===== src/logic/acrc_map.vh =====
// Purpose: constants for the calibration and register-map check block
// Assumes: byte-wide register file with 4-bit addresses
// Notes: offsets are register indices on the serial register port
`ifndef ACRC_MAP_VH
`define ACRC_MAP_VH
`define ACRC_ADDR_CONFIG 4'h8
`define ACRC_ADDR_OFS_HI 4'h9
`define ACRC_ADDR_OFS_MID 4'hA
`define ACRC_ADDR_OFS_LO 4'hB
`define ACRC_ADDR_GAIN_HI 4'hC
`define ACRC_ADDR_GAIN_MID 4'hD
`define ACRC_ADDR_GAIN_LO 4'hE
`define ACRC_ADDR_CHECKSUM 4'hF
`define ACRC_ADDR_STATUS 4'h2
`define ACRC_CFG_CHECK_EN_BIT 1
`define ACRC_STAT_MAP_FAULT_BIT 5
`define ACRC_RST_OFS 8'h00
`define ACRC_RST_GAIN_HI 8'h40
`define ACRC_RST_GAIN_LO 8'h00
`define ACRC_RST_CHECKSUM 8'h00
`define ACRC_RST_CONFIG 8'h00
`define ACRC_CFG_RSVD_MASK 8'hEF
`define ACRC_GAIN_SHIFT 22
`define ACRC_CRC_POLY 8'h07
`define ACRC_CRC_INIT 8'hFF
`endif


===== src/logic/acrc_cal_regmap.v =====
// Purpose: user offset/gain calibration and register-map checksum check
// Assumes: the serial front end delivers decoded byte accesses on clk;
//          conversion results arrive as a one-cycle strobe on clk
// Notes: registers 0h,1h,4h..7h live elsewhere and arrive as a bus;
//        checksum kind is a parameterisable crc-8
//        fault is a live level, not sticky: it clears on a match
//        gain floors toward minus infinity, no rounding stage
//        result saturates rather than wraps on any overflow
//        a half-written offset or gain word is live until completed
//        status index 2h and fault bit 5 are local choices
`timescale 1ns/1ns
`default_nettype none
`include "acrc_map.vh"

module acrc_cal_regmap #(
    parameter DATA_W = 24,
    parameter CRC_POLY = `ACRC_CRC_POLY,
    parameter CRC_INIT = `ACRC_CRC_INIT
) (
    input wire clk,
    input wire rst_b,
    input wire reg_wr,
    input wire reg_rd,
    input wire [3:0] reg_addr,
    input wire [7:0] reg_wdata,
    output reg [7:0] reg_rdata,
    input wire [47:0] ext_regs,
    input wire [7:0] ext_status,
    input wire raw_valid,
    input wire [DATA_W-1:0] raw_data,
    output reg cal_valid,
    output reg [DATA_W-1:0] cal_data,
    output wire [7:0] status_header,
    output wire map_fault
);

////////////////////////////////////////////////////////////////////////////
reg [7:0] config_reg;
reg [7:0] ofs_hi_reg;
reg [7:0] ofs_mid_reg;
reg [7:0] ofs_lo_reg;
reg [7:0] gain_hi_reg;
reg [7:0] gain_mid_reg;
reg [7:0] gain_lo_reg;
reg [7:0] checksum_reg;
reg fault_reg;
reg [7:0] crc_reg;
wire check_en;
wire [23:0] ofs_word;
wire [23:0] gain_word;

assign check_en = config_reg[`ACRC_CFG_CHECK_EN_BIT];
assign ofs_word = {ofs_hi_reg, ofs_mid_reg, ofs_lo_reg};
assign gain_word = {gain_hi_reg, gain_mid_reg, gain_lo_reg};

reg [7:0] config_next;
reg [7:0] ofs_hi_next;
reg [7:0] ofs_mid_next;
reg [7:0] ofs_lo_next;
reg [7:0] gain_hi_next;
reg [7:0] gain_mid_next;
reg [7:0] gain_lo_next;
reg [7:0] checksum_next;

// each byte applies on its own write; no word staging, so a
// partly written word is live for a few cycles
always @* begin
    config_next = config_reg;
    ofs_hi_next = ofs_hi_reg;
    ofs_mid_next = ofs_mid_reg;
    ofs_lo_next = ofs_lo_reg;
    gain_hi_next = gain_hi_reg;
    gain_mid_next = gain_mid_reg;
    gain_lo_next = gain_lo_reg;
    checksum_next = checksum_reg;
    if (reg_wr) begin
        case (reg_addr)
            `ACRC_ADDR_CONFIG: config_next = reg_wdata & `ACRC_CFG_RSVD_MASK;
            `ACRC_ADDR_OFS_HI: ofs_hi_next = reg_wdata;
            `ACRC_ADDR_OFS_MID: ofs_mid_next = reg_wdata;
            `ACRC_ADDR_OFS_LO: ofs_lo_next = reg_wdata;
            `ACRC_ADDR_GAIN_HI: gain_hi_next = reg_wdata;
            `ACRC_ADDR_GAIN_MID: gain_mid_next = reg_wdata;
            `ACRC_ADDR_GAIN_LO: gain_lo_next = reg_wdata;
            `ACRC_ADDR_CHECKSUM: checksum_next = reg_wdata;
            default: ;
        endcase
    end
end

always @(posedge clk or negedge rst_b) begin
    if (!rst_b) begin
        config_reg <= `ACRC_RST_CONFIG;
        ofs_hi_reg <= `ACRC_RST_OFS;
        ofs_mid_reg <= `ACRC_RST_OFS;
        ofs_lo_reg <= `ACRC_RST_OFS;
        gain_hi_reg <= `ACRC_RST_GAIN_HI;
        gain_mid_reg <= `ACRC_RST_GAIN_LO;
        gain_lo_reg <= `ACRC_RST_GAIN_LO;
        checksum_reg <= `ACRC_RST_CHECKSUM;
    end else begin
        config_reg <= config_next;
        ofs_hi_reg <= ofs_hi_next;
        ofs_mid_reg <= ofs_mid_next;
        ofs_lo_reg <= ofs_lo_next;
        gain_hi_reg <= gain_hi_next;
        gain_mid_reg <= gain_mid_next;
        gain_lo_reg <= gain_lo_next;
        checksum_reg <= checksum_next;
    end
end

////////////////////////////////////////////////////////////////////////////
// checksum over regs 0h,1h,4h..Eh; recomputed combinationally each cycle
function [7:0] crc_byte;
    input [7:0] crc_in;
    input [7:0] data;
    reg [7:0] c;
    integer i;
    begin
        c = crc_in ^ data;
        for (i = 0; i < 8; i = i + 1) begin
            if (c[7]) begin
                c = {c[6:0], 1'b0} ^ CRC_POLY[7:0];
            end else begin
                c = {c[6:0], 1'b0};
            end
        end
        crc_byte = c;
    end
endfunction

// byte order matches the host: 0h,1h,4h..7h then 8h..Eh
reg [7:0] crc_next;
always @* begin
    crc_next = CRC_INIT[7:0];
    crc_next = crc_byte(crc_next, ext_regs[47:40]);
    crc_next = crc_byte(crc_next, ext_regs[39:32]);
    crc_next = crc_byte(crc_next, ext_regs[31:24]);
    crc_next = crc_byte(crc_next, ext_regs[23:16]);
    crc_next = crc_byte(crc_next, ext_regs[15:8]);
    crc_next = crc_byte(crc_next, ext_regs[7:0]);
    crc_next = crc_byte(crc_next, config_reg);
    crc_next = crc_byte(crc_next, ofs_hi_reg);
    crc_next = crc_byte(crc_next, ofs_mid_reg);
    crc_next = crc_byte(crc_next, ofs_lo_reg);
    crc_next = crc_byte(crc_next, gain_hi_reg);
    crc_next = crc_byte(crc_next, gain_mid_reg);
    crc_next = crc_byte(crc_next, gain_lo_reg);
end

// registered crc breaks the long xor chain; compare lags one cycle
always @(posedge clk or negedge rst_b) begin
    if (!rst_b) begin
        crc_reg <= 8'h00;
    end else begin
        crc_reg <= crc_next;
    end
end

////////////////////////////////////////////////////////////////////////////
// fault tracks mismatch while enabled; cleared when check disabled
reg fault_next;
always @* begin
    if (check_en) begin
        fault_next = (crc_reg != checksum_reg);
    end else begin
        fault_next = 1'b0;
    end
end

always @(posedge clk or negedge rst_b) begin
    if (!rst_b) begin
        fault_reg <= 1'b0;
    end else begin
        fault_reg <= fault_next;
    end
end

assign map_fault = fault_reg;
// header copy leaves the other status bits untouched
assign status_header = (ext_status & ~(8'h01 << `ACRC_STAT_MAP_FAULT_BIT))
    | ({7'h00, fault_reg} << `ACRC_STAT_MAP_FAULT_BIT);

////////////////////////////////////////////////////////////////////////////
// unmapped indices read as zero rather than stale data
reg [7:0] rdata_next;
always @* begin
    rdata_next = reg_rdata;
    if (reg_rd) begin
        case (reg_addr)
            `ACRC_ADDR_STATUS: rdata_next = status_header;
            `ACRC_ADDR_CONFIG: rdata_next = config_reg;
            `ACRC_ADDR_OFS_HI: rdata_next = ofs_hi_reg;
            `ACRC_ADDR_OFS_MID: rdata_next = ofs_mid_reg;
            `ACRC_ADDR_OFS_LO: rdata_next = ofs_lo_reg;
            `ACRC_ADDR_GAIN_HI: rdata_next = gain_hi_reg;
            `ACRC_ADDR_GAIN_MID: rdata_next = gain_mid_reg;
            `ACRC_ADDR_GAIN_LO: rdata_next = gain_lo_reg;
            `ACRC_ADDR_CHECKSUM: rdata_next = checksum_reg;
            default: rdata_next = 8'h00;
        endcase
    end
end

always @(posedge clk or negedge rst_b) begin
    if (!rst_b) begin
        reg_rdata <= 8'h00;
    end else begin
        reg_rdata <= rdata_next;
    end
end

////////////////////////////////////////////////////////////////////////////
// two pipeline stages: offset, then gain; saturate at each stage
// bounds two bits wider than the data so compares stay signed
localparam signed [DATA_W+1:0] MAXV = (1 <<< (DATA_W-1)) - 1;
localparam signed [DATA_W+1:0] MINV = -(1 <<< (DATA_W-1));

reg s1_valid_reg;
reg signed [DATA_W-1:0] s1_data_reg;
wire signed [DATA_W+1:0] diff;
reg signed [DATA_W-1:0] diff_sat;
wire signed [DATA_W+25:0] prod;
wire signed [DATA_W+25:0] scaled;
reg [DATA_W-1:0] scaled_sat;

// difference is two bits wider, so it never wraps
assign diff = $signed({{2{raw_data[DATA_W-1]}}, raw_data})
    - $signed({{(DATA_W-22){ofs_word[23]}}, ofs_word});
always @* begin
    if (diff > MAXV) begin
        diff_sat = MAXV[DATA_W-1:0];
    end else if (diff < MINV) begin
        diff_sat = MINV[DATA_W-1:0];
    end else begin
        diff_sat = diff[DATA_W-1:0];
    end
end

// 24 by 25 bit magnitude fits the 50-bit product
// gain treated unsigned: zero-extend before signed multiply
assign prod = $signed({{26{s1_data_reg[DATA_W-1]}}, s1_data_reg})
    * $signed({{(DATA_W+2){1'b0}}, gain_word});
assign scaled = prod >>> `ACRC_GAIN_SHIFT;

always @* begin
    if (scaled > $signed({{24{MAXV[DATA_W+1]}}, MAXV})) begin
        scaled_sat = MAXV[DATA_W-1:0];
    end else if (scaled < $signed({{24{MINV[DATA_W+1]}}, MINV})) begin
        scaled_sat = MINV[DATA_W-1:0];
    end else begin
        scaled_sat = scaled[DATA_W-1:0];
    end
end

////////////////////////////////////////////////////////////////////////////
// stage 1: offset-corrected, saturated sample
always @(posedge clk or negedge rst_b) begin
    if (!rst_b) begin
        s1_valid_reg <= 1'b0;
        s1_data_reg <= {DATA_W{1'b0}};
    end else begin
        s1_valid_reg <= raw_valid;
        if (raw_valid) begin
            s1_data_reg <= diff_sat;
        end
    end
end

// stage 2: gain-scaled result, held until the next one
always @(posedge clk or negedge rst_b) begin
    if (!rst_b) begin
        cal_valid <= 1'b0;
        cal_data <= {DATA_W{1'b0}};
    end else begin
        cal_valid <= s1_valid_reg;
        if (s1_valid_reg) begin
            cal_data <= scaled_sat;
        end
    end
end

endmodule // acrc_cal_regmap
`default_nettype wire


===== config.mk =====
export PLATFORM = sky130hd
export DESIGN_NAME = acrc_cal_regmap
export DESIGN_NICKNAME = d
export VERILOG_FILES = /design/src/logic/acrc_cal_regmap.v
export VERILOG_INCLUDE_DIRS = /design/src /design/src/logic
export SDC_FILE = /design/constraint.sdc
export NUM_CORES = 2
export LEC_CHECK = 0
export BUFFER_PORTS_ARGS = -buffer_cell sky130_fd_sc_hd__buf_4
export CAP_MARGIN = 20
export CORE_UTILIZATION = 45
export CTS_CLUSTER_DIAMETER = 100
export DETAILED_ROUTE_END_ITERATION = 10
export SLEW_MARGIN = 15
export SYNTH_ARGS = -nofsm -noshare
export SYNTH_HDL_FRONTEND = slang
export SYNTH_SLANG_ARGS = --single-unit

===== constraint.sdc =====
create_clock -name clk -period 11.24 [get_ports clk]
set_clock_uncertainty 0.15 [all_clocks]
set_input_delay 1.686 -clock clk [delete_from_list [all_inputs] [get_ports clk]]
set_output_delay 1.686 -clock clk [all_outputs]
set_load 0.01 [all_outputs]

==> metrics.txt <==
# TYPE chip_impl_metric gauge
chip_impl_info{name="run_status",value="completed"} 1
chip_impl_metric{name="wirelength",unit="mm"} 70.5
chip_impl_info{name="top_flip_flop_cell_by_instance_count_after_synthesis",value="dfrtp_1"} 1
chip_impl_metric{name="asyncSetResetFlopFracSynth",unit=""} 1.00
chip_impl_metric{name="antenna_found_initial",unit=""} 1
chip_impl_metric{name="postCtsResizedCells",unit=""} 0
chip_impl_metric{name="io_buffers",unit=""} 137
chip_impl_metric{name="cts-hold-fix-buffers",unit=""} 0
chip_impl_info{name="worst_path_dominant_cell_family",value="compound AO/OA/AOI/OAI gates"} 1
chip_impl_metric{name="worst_ep_arrival_time",unit="ps"} 9220
chip_impl_metric{name="number_of_flip_flops_and_latches_in_the_synthesized_netlist",unit=""} 130
chip_impl_metric{name="worst-path-max-fanout",unit=""} 25
chip_impl_metric{name="die_area",unit="µm²"} 63300
chip_impl_metric{name="start_util",unit=""} 0.455
chip_impl_metric{name="global_route.usage.total",unit=""} 0.233
chip_impl_metric{name="worst_pin_slew",unit="ps"} 1120
chip_impl_metric{name="top_level_ports",unit=""} 139
chip_impl_metric{name="die_x",unit="µm"} 252
chip_impl_metric{name="met2WireLength",unit="mm"} 36.5
chip_impl_metric{name="drt_iter0_drc",unit=""} 955
chip_impl_metric{name="synth_edf_count",unit=""} 0
chip_impl_metric{name="yosysSeqAreaShare",unit=""} 0.116
chip_impl_metric{name="yosys_warnings",unit=""} 0
chip_impl_metric{name="route.detailed.wl_per_inst",unit="µm"} 18.2
chip_impl_info{name="cts-root-buf",value="clkbuf_16"} 1
chip_impl_metric{name="clock_latency",unit="ps"} 460
chip_impl_metric{name="die_y",unit="µm"} 252
chip_impl_metric{name="synthToLayoutAreaGrowth",unit="%"} 8.34
chip_impl_info{name="synthTopCellsByArea",value="fa_1, dfrtp_1, ha_1"} 1
chip_impl_metric{name="report.final.slew_viol_count",unit=""} 0
chip_impl_metric{name="placeableCoreArea",unit="µm²"} 61600
chip_impl_info{name="crit_path_class",value="reg -> reg"} 1
chip_impl_metric{name="tritoncts.num_buffers",unit=""} 17
chip_impl_metric{name="globalplace.congestion",unit=""} 0.880
chip_impl_metric{name="route.detailed.vias_per_inst",unit=""} 5.11
chip_impl_info{name="grt_setup_unrepaired",value="no"} 1
chip_impl_info{name="synthDominantAreaCellType",value="fa_1"} 1
chip_impl_metric{name="critPathMaxStageDelay",unit="ps"} 1060
chip_impl_metric{name="first_global_vias",unit=""} 21207
chip_impl_metric{name="worst_path_required_time",unit="ps"} 11460
chip_impl_metric{name="synth.lib_cells_used.distinct",unit=""} 65
chip_impl_info{name="synth_top_cells_by_count",value="inv_1, fa_1, nand2_1, and2_1, ha_1"} 1
chip_impl_metric{name="cts.reportedPaths.clkPinSlew",unit="ps"} 70
chip_impl_info{name="top_signal_layer_used",value="met4"} 1
chip_impl_metric{name="final.period_utilization",unit=""} 0.800
chip_impl_info{name="cp-start-kind",value="flop"} 1
chip_impl_metric{name="cts_htree_levels",unit=""} 4
chip_impl_metric{name="synthCells",unit=""} 2984
chip_impl_info{name="hp-class",value="reg -> reg"} 1
chip_impl_metric{name="post-cts-setup-buffers",unit=""} 0
chip_impl_info{name="cts_tree",value="yes"} 1
chip_impl_metric{name="final_layout_size_suffix_gt1_frac",unit=""} 0.109
chip_impl_metric{name="routed-wl-met3",unit="mm"} 2.42
chip_impl_metric{name="grt_pass1_wl",unit="mm"} 115
chip_impl_metric{name="critical_path_buf_inv_count",unit=""} 4
chip_impl_metric{name="timing.slew.headroom",unit=""} 0.252
chip_impl_metric{name="cts_num_sinks",unit=""} 130
chip_impl_info{name="critical-path-slowest-cell",value="dfrtp_1"} 1
chip_impl_metric{name="fin_setup_tns",unit="ps"} 0
chip_impl_metric{name="syn_nets",unit=""} 3785
chip_impl_metric{name="drtPass1Iterations",unit=""} 5
chip_impl_metric{name="num_antenna_cells",unit=""} 0
chip_impl_metric{name="fp-row-count",unit=""} 91
chip_impl_metric{name="synthesis.area_per_instance",unit="µm²"} 9.39
chip_impl_metric{name="cts_max_path_buffers",unit=""} 2
chip_impl_info{name="crit_path_end_kind",value="flop"} 1
chip_impl_metric{name="route.vias.total",unit=""} 19761
chip_impl_metric{name="synth_largest_type_area_fraction",unit=""} 0.344
chip_impl_metric{name="nNetsFinal",unit=""} 3820
chip_impl_metric{name="layout_min_cycle_time",unit="ps"} 8990
chip_impl_metric{name="finalSetupViolations",unit=""} 0
chip_impl_metric{name="detailed_routing_wirelength_on_met1",unit="mm"} 30.3
chip_impl_info{name="crit_path_frequent_cell",value="fa_1"} 1
chip_impl_metric{name="grt_start_max_net_pins",unit=""} 79
chip_impl_metric{name="route.antenna.remaining_nets",unit=""} 0
chip_impl_metric{name="drv_cap",unit=""} 0
chip_impl_metric{name="grt-ovfl-total",unit=""} 0
chip_impl_metric{name="hold_viol",unit=""} 0
chip_impl_metric{name="syn-cell-area",unit="µm²"} 28000
chip_impl_info{name="post-synth-top-count-cell",value="inv_1"} 1
chip_impl_metric{name="fmax",unit="MHz"} 111
chip_impl_metric{name="dp.final_hpwl",unit="mm"} 56.7
chip_impl_metric{name="drc",unit=""} 0
## cell type report
class / instances / area (µm²)
clock buffer: 17 / 425
clock inverter: 15 / 159
fill: 5852 / 31200
inverter: 596 / 2240
multi-input combinational: 2095 / 21900
sequential: 130 / 3250
tap: 837 / 1050
timing repair buffer: 179 / 1350
## final timing paths
path | start | end | slack [ps] | depth (start not counted)
max | s1_data_reg[4] | cal_data[17] | 2250 | 28
min | s1_data_reg[10] | s1_data_reg[10] | 360 | 1
max reg2reg | s1_data_reg[4] | cal_data[17] | 2250 | 28
min reg2reg | s1_data_reg[10] | s1_data_reg[10] | 360 | 1
max in group asynchronous | rst_b | ofs_mid_reg[6] | 8540 | 2
min in group asynchronous | rst_b | crc_reg[4] | 1110 | 1
## placed cells by master, fill, tap and decap left out, types with 4 or more instances in the layout
cell type / Yosys / final
xnor2_2: 30 / 30
xor3_1: 4 / 4
inv_8: 0 / 5
xor2_2: 9 / 9
nand3b_1: 10 / 10
fa_1: 482 / 482
o22ai_1: 16 / 16
xor2_1: 64 / 64
a21o_1: 16 / 16
nor3_1: 8 / 8
a31oi_1: 5 / 5
mux4_2: 8 / 8
nand2_1: 359 / 359
clkbuf_16: 0 / 17
dfrtp_1: 129 / 129
a21boi_0: 9 / 9
mux2_2: 58 / 58
nand4_1: 4 / 4
inv_1: 596 / 596
nor2b_1: 14 / 14
buf_4: 8 / 178
xnor2_1: 189 / 189
mux2i_1: 6 / 6
xnor2_4: 4 / 4
nor2_1: 70 / 70
xnor3_1: 9 / 9
ha_1: 222 / 222
maj3_1: 10 / 10
a2bb2oi_1: 7 / 7
inv_6: 0 / 5
a21oi_1: 76 / 76
nand2b_1: 18 / 18
and2_1: 268 / 268
o21ai_0: 58 / 58
o21bai_1: 4 / 4
nand3_1: 8 / 8
## kinds of logic after synthesis
group,after synthesis,synth area share
buffers and inverters,759,0.103
XOR/XNOR,313,0.120
adder cells (fa/ha/maj),714,0.447
AO/OA/AOI/OAI,223,0.0478
AND/OR/NAND/NOR,773,0.134
multiplexers,72,0.0319
flip-flops,130,0.116
## routing by layer
layer  up-vias  global-route usage
li1       9011                   -
met1     10284               0.308
met3        71              0.0156
met4         0              0.0559
met5         -                   0
met2       395               0.417
## stage by stage
step	instances	setup WS, ps	util	cell area [µm²]	hold slack (ps)
2_1_floorplan	2984	3040	-	28000	202
6_report	3869	2250	0.493	30400	359
5_1_grt	3869	1470	0.493	30400	382
3_3_place_gp	3837	2260	0.483	29800	342
4_1_cts	3869	2050	0.493	30400	363
3_5_place_dp	3837	2110	0.483	29800	349
Power is not shown: default switching activity piles up to over one toggle a cycle in this logic, so the estimate is an artifact.
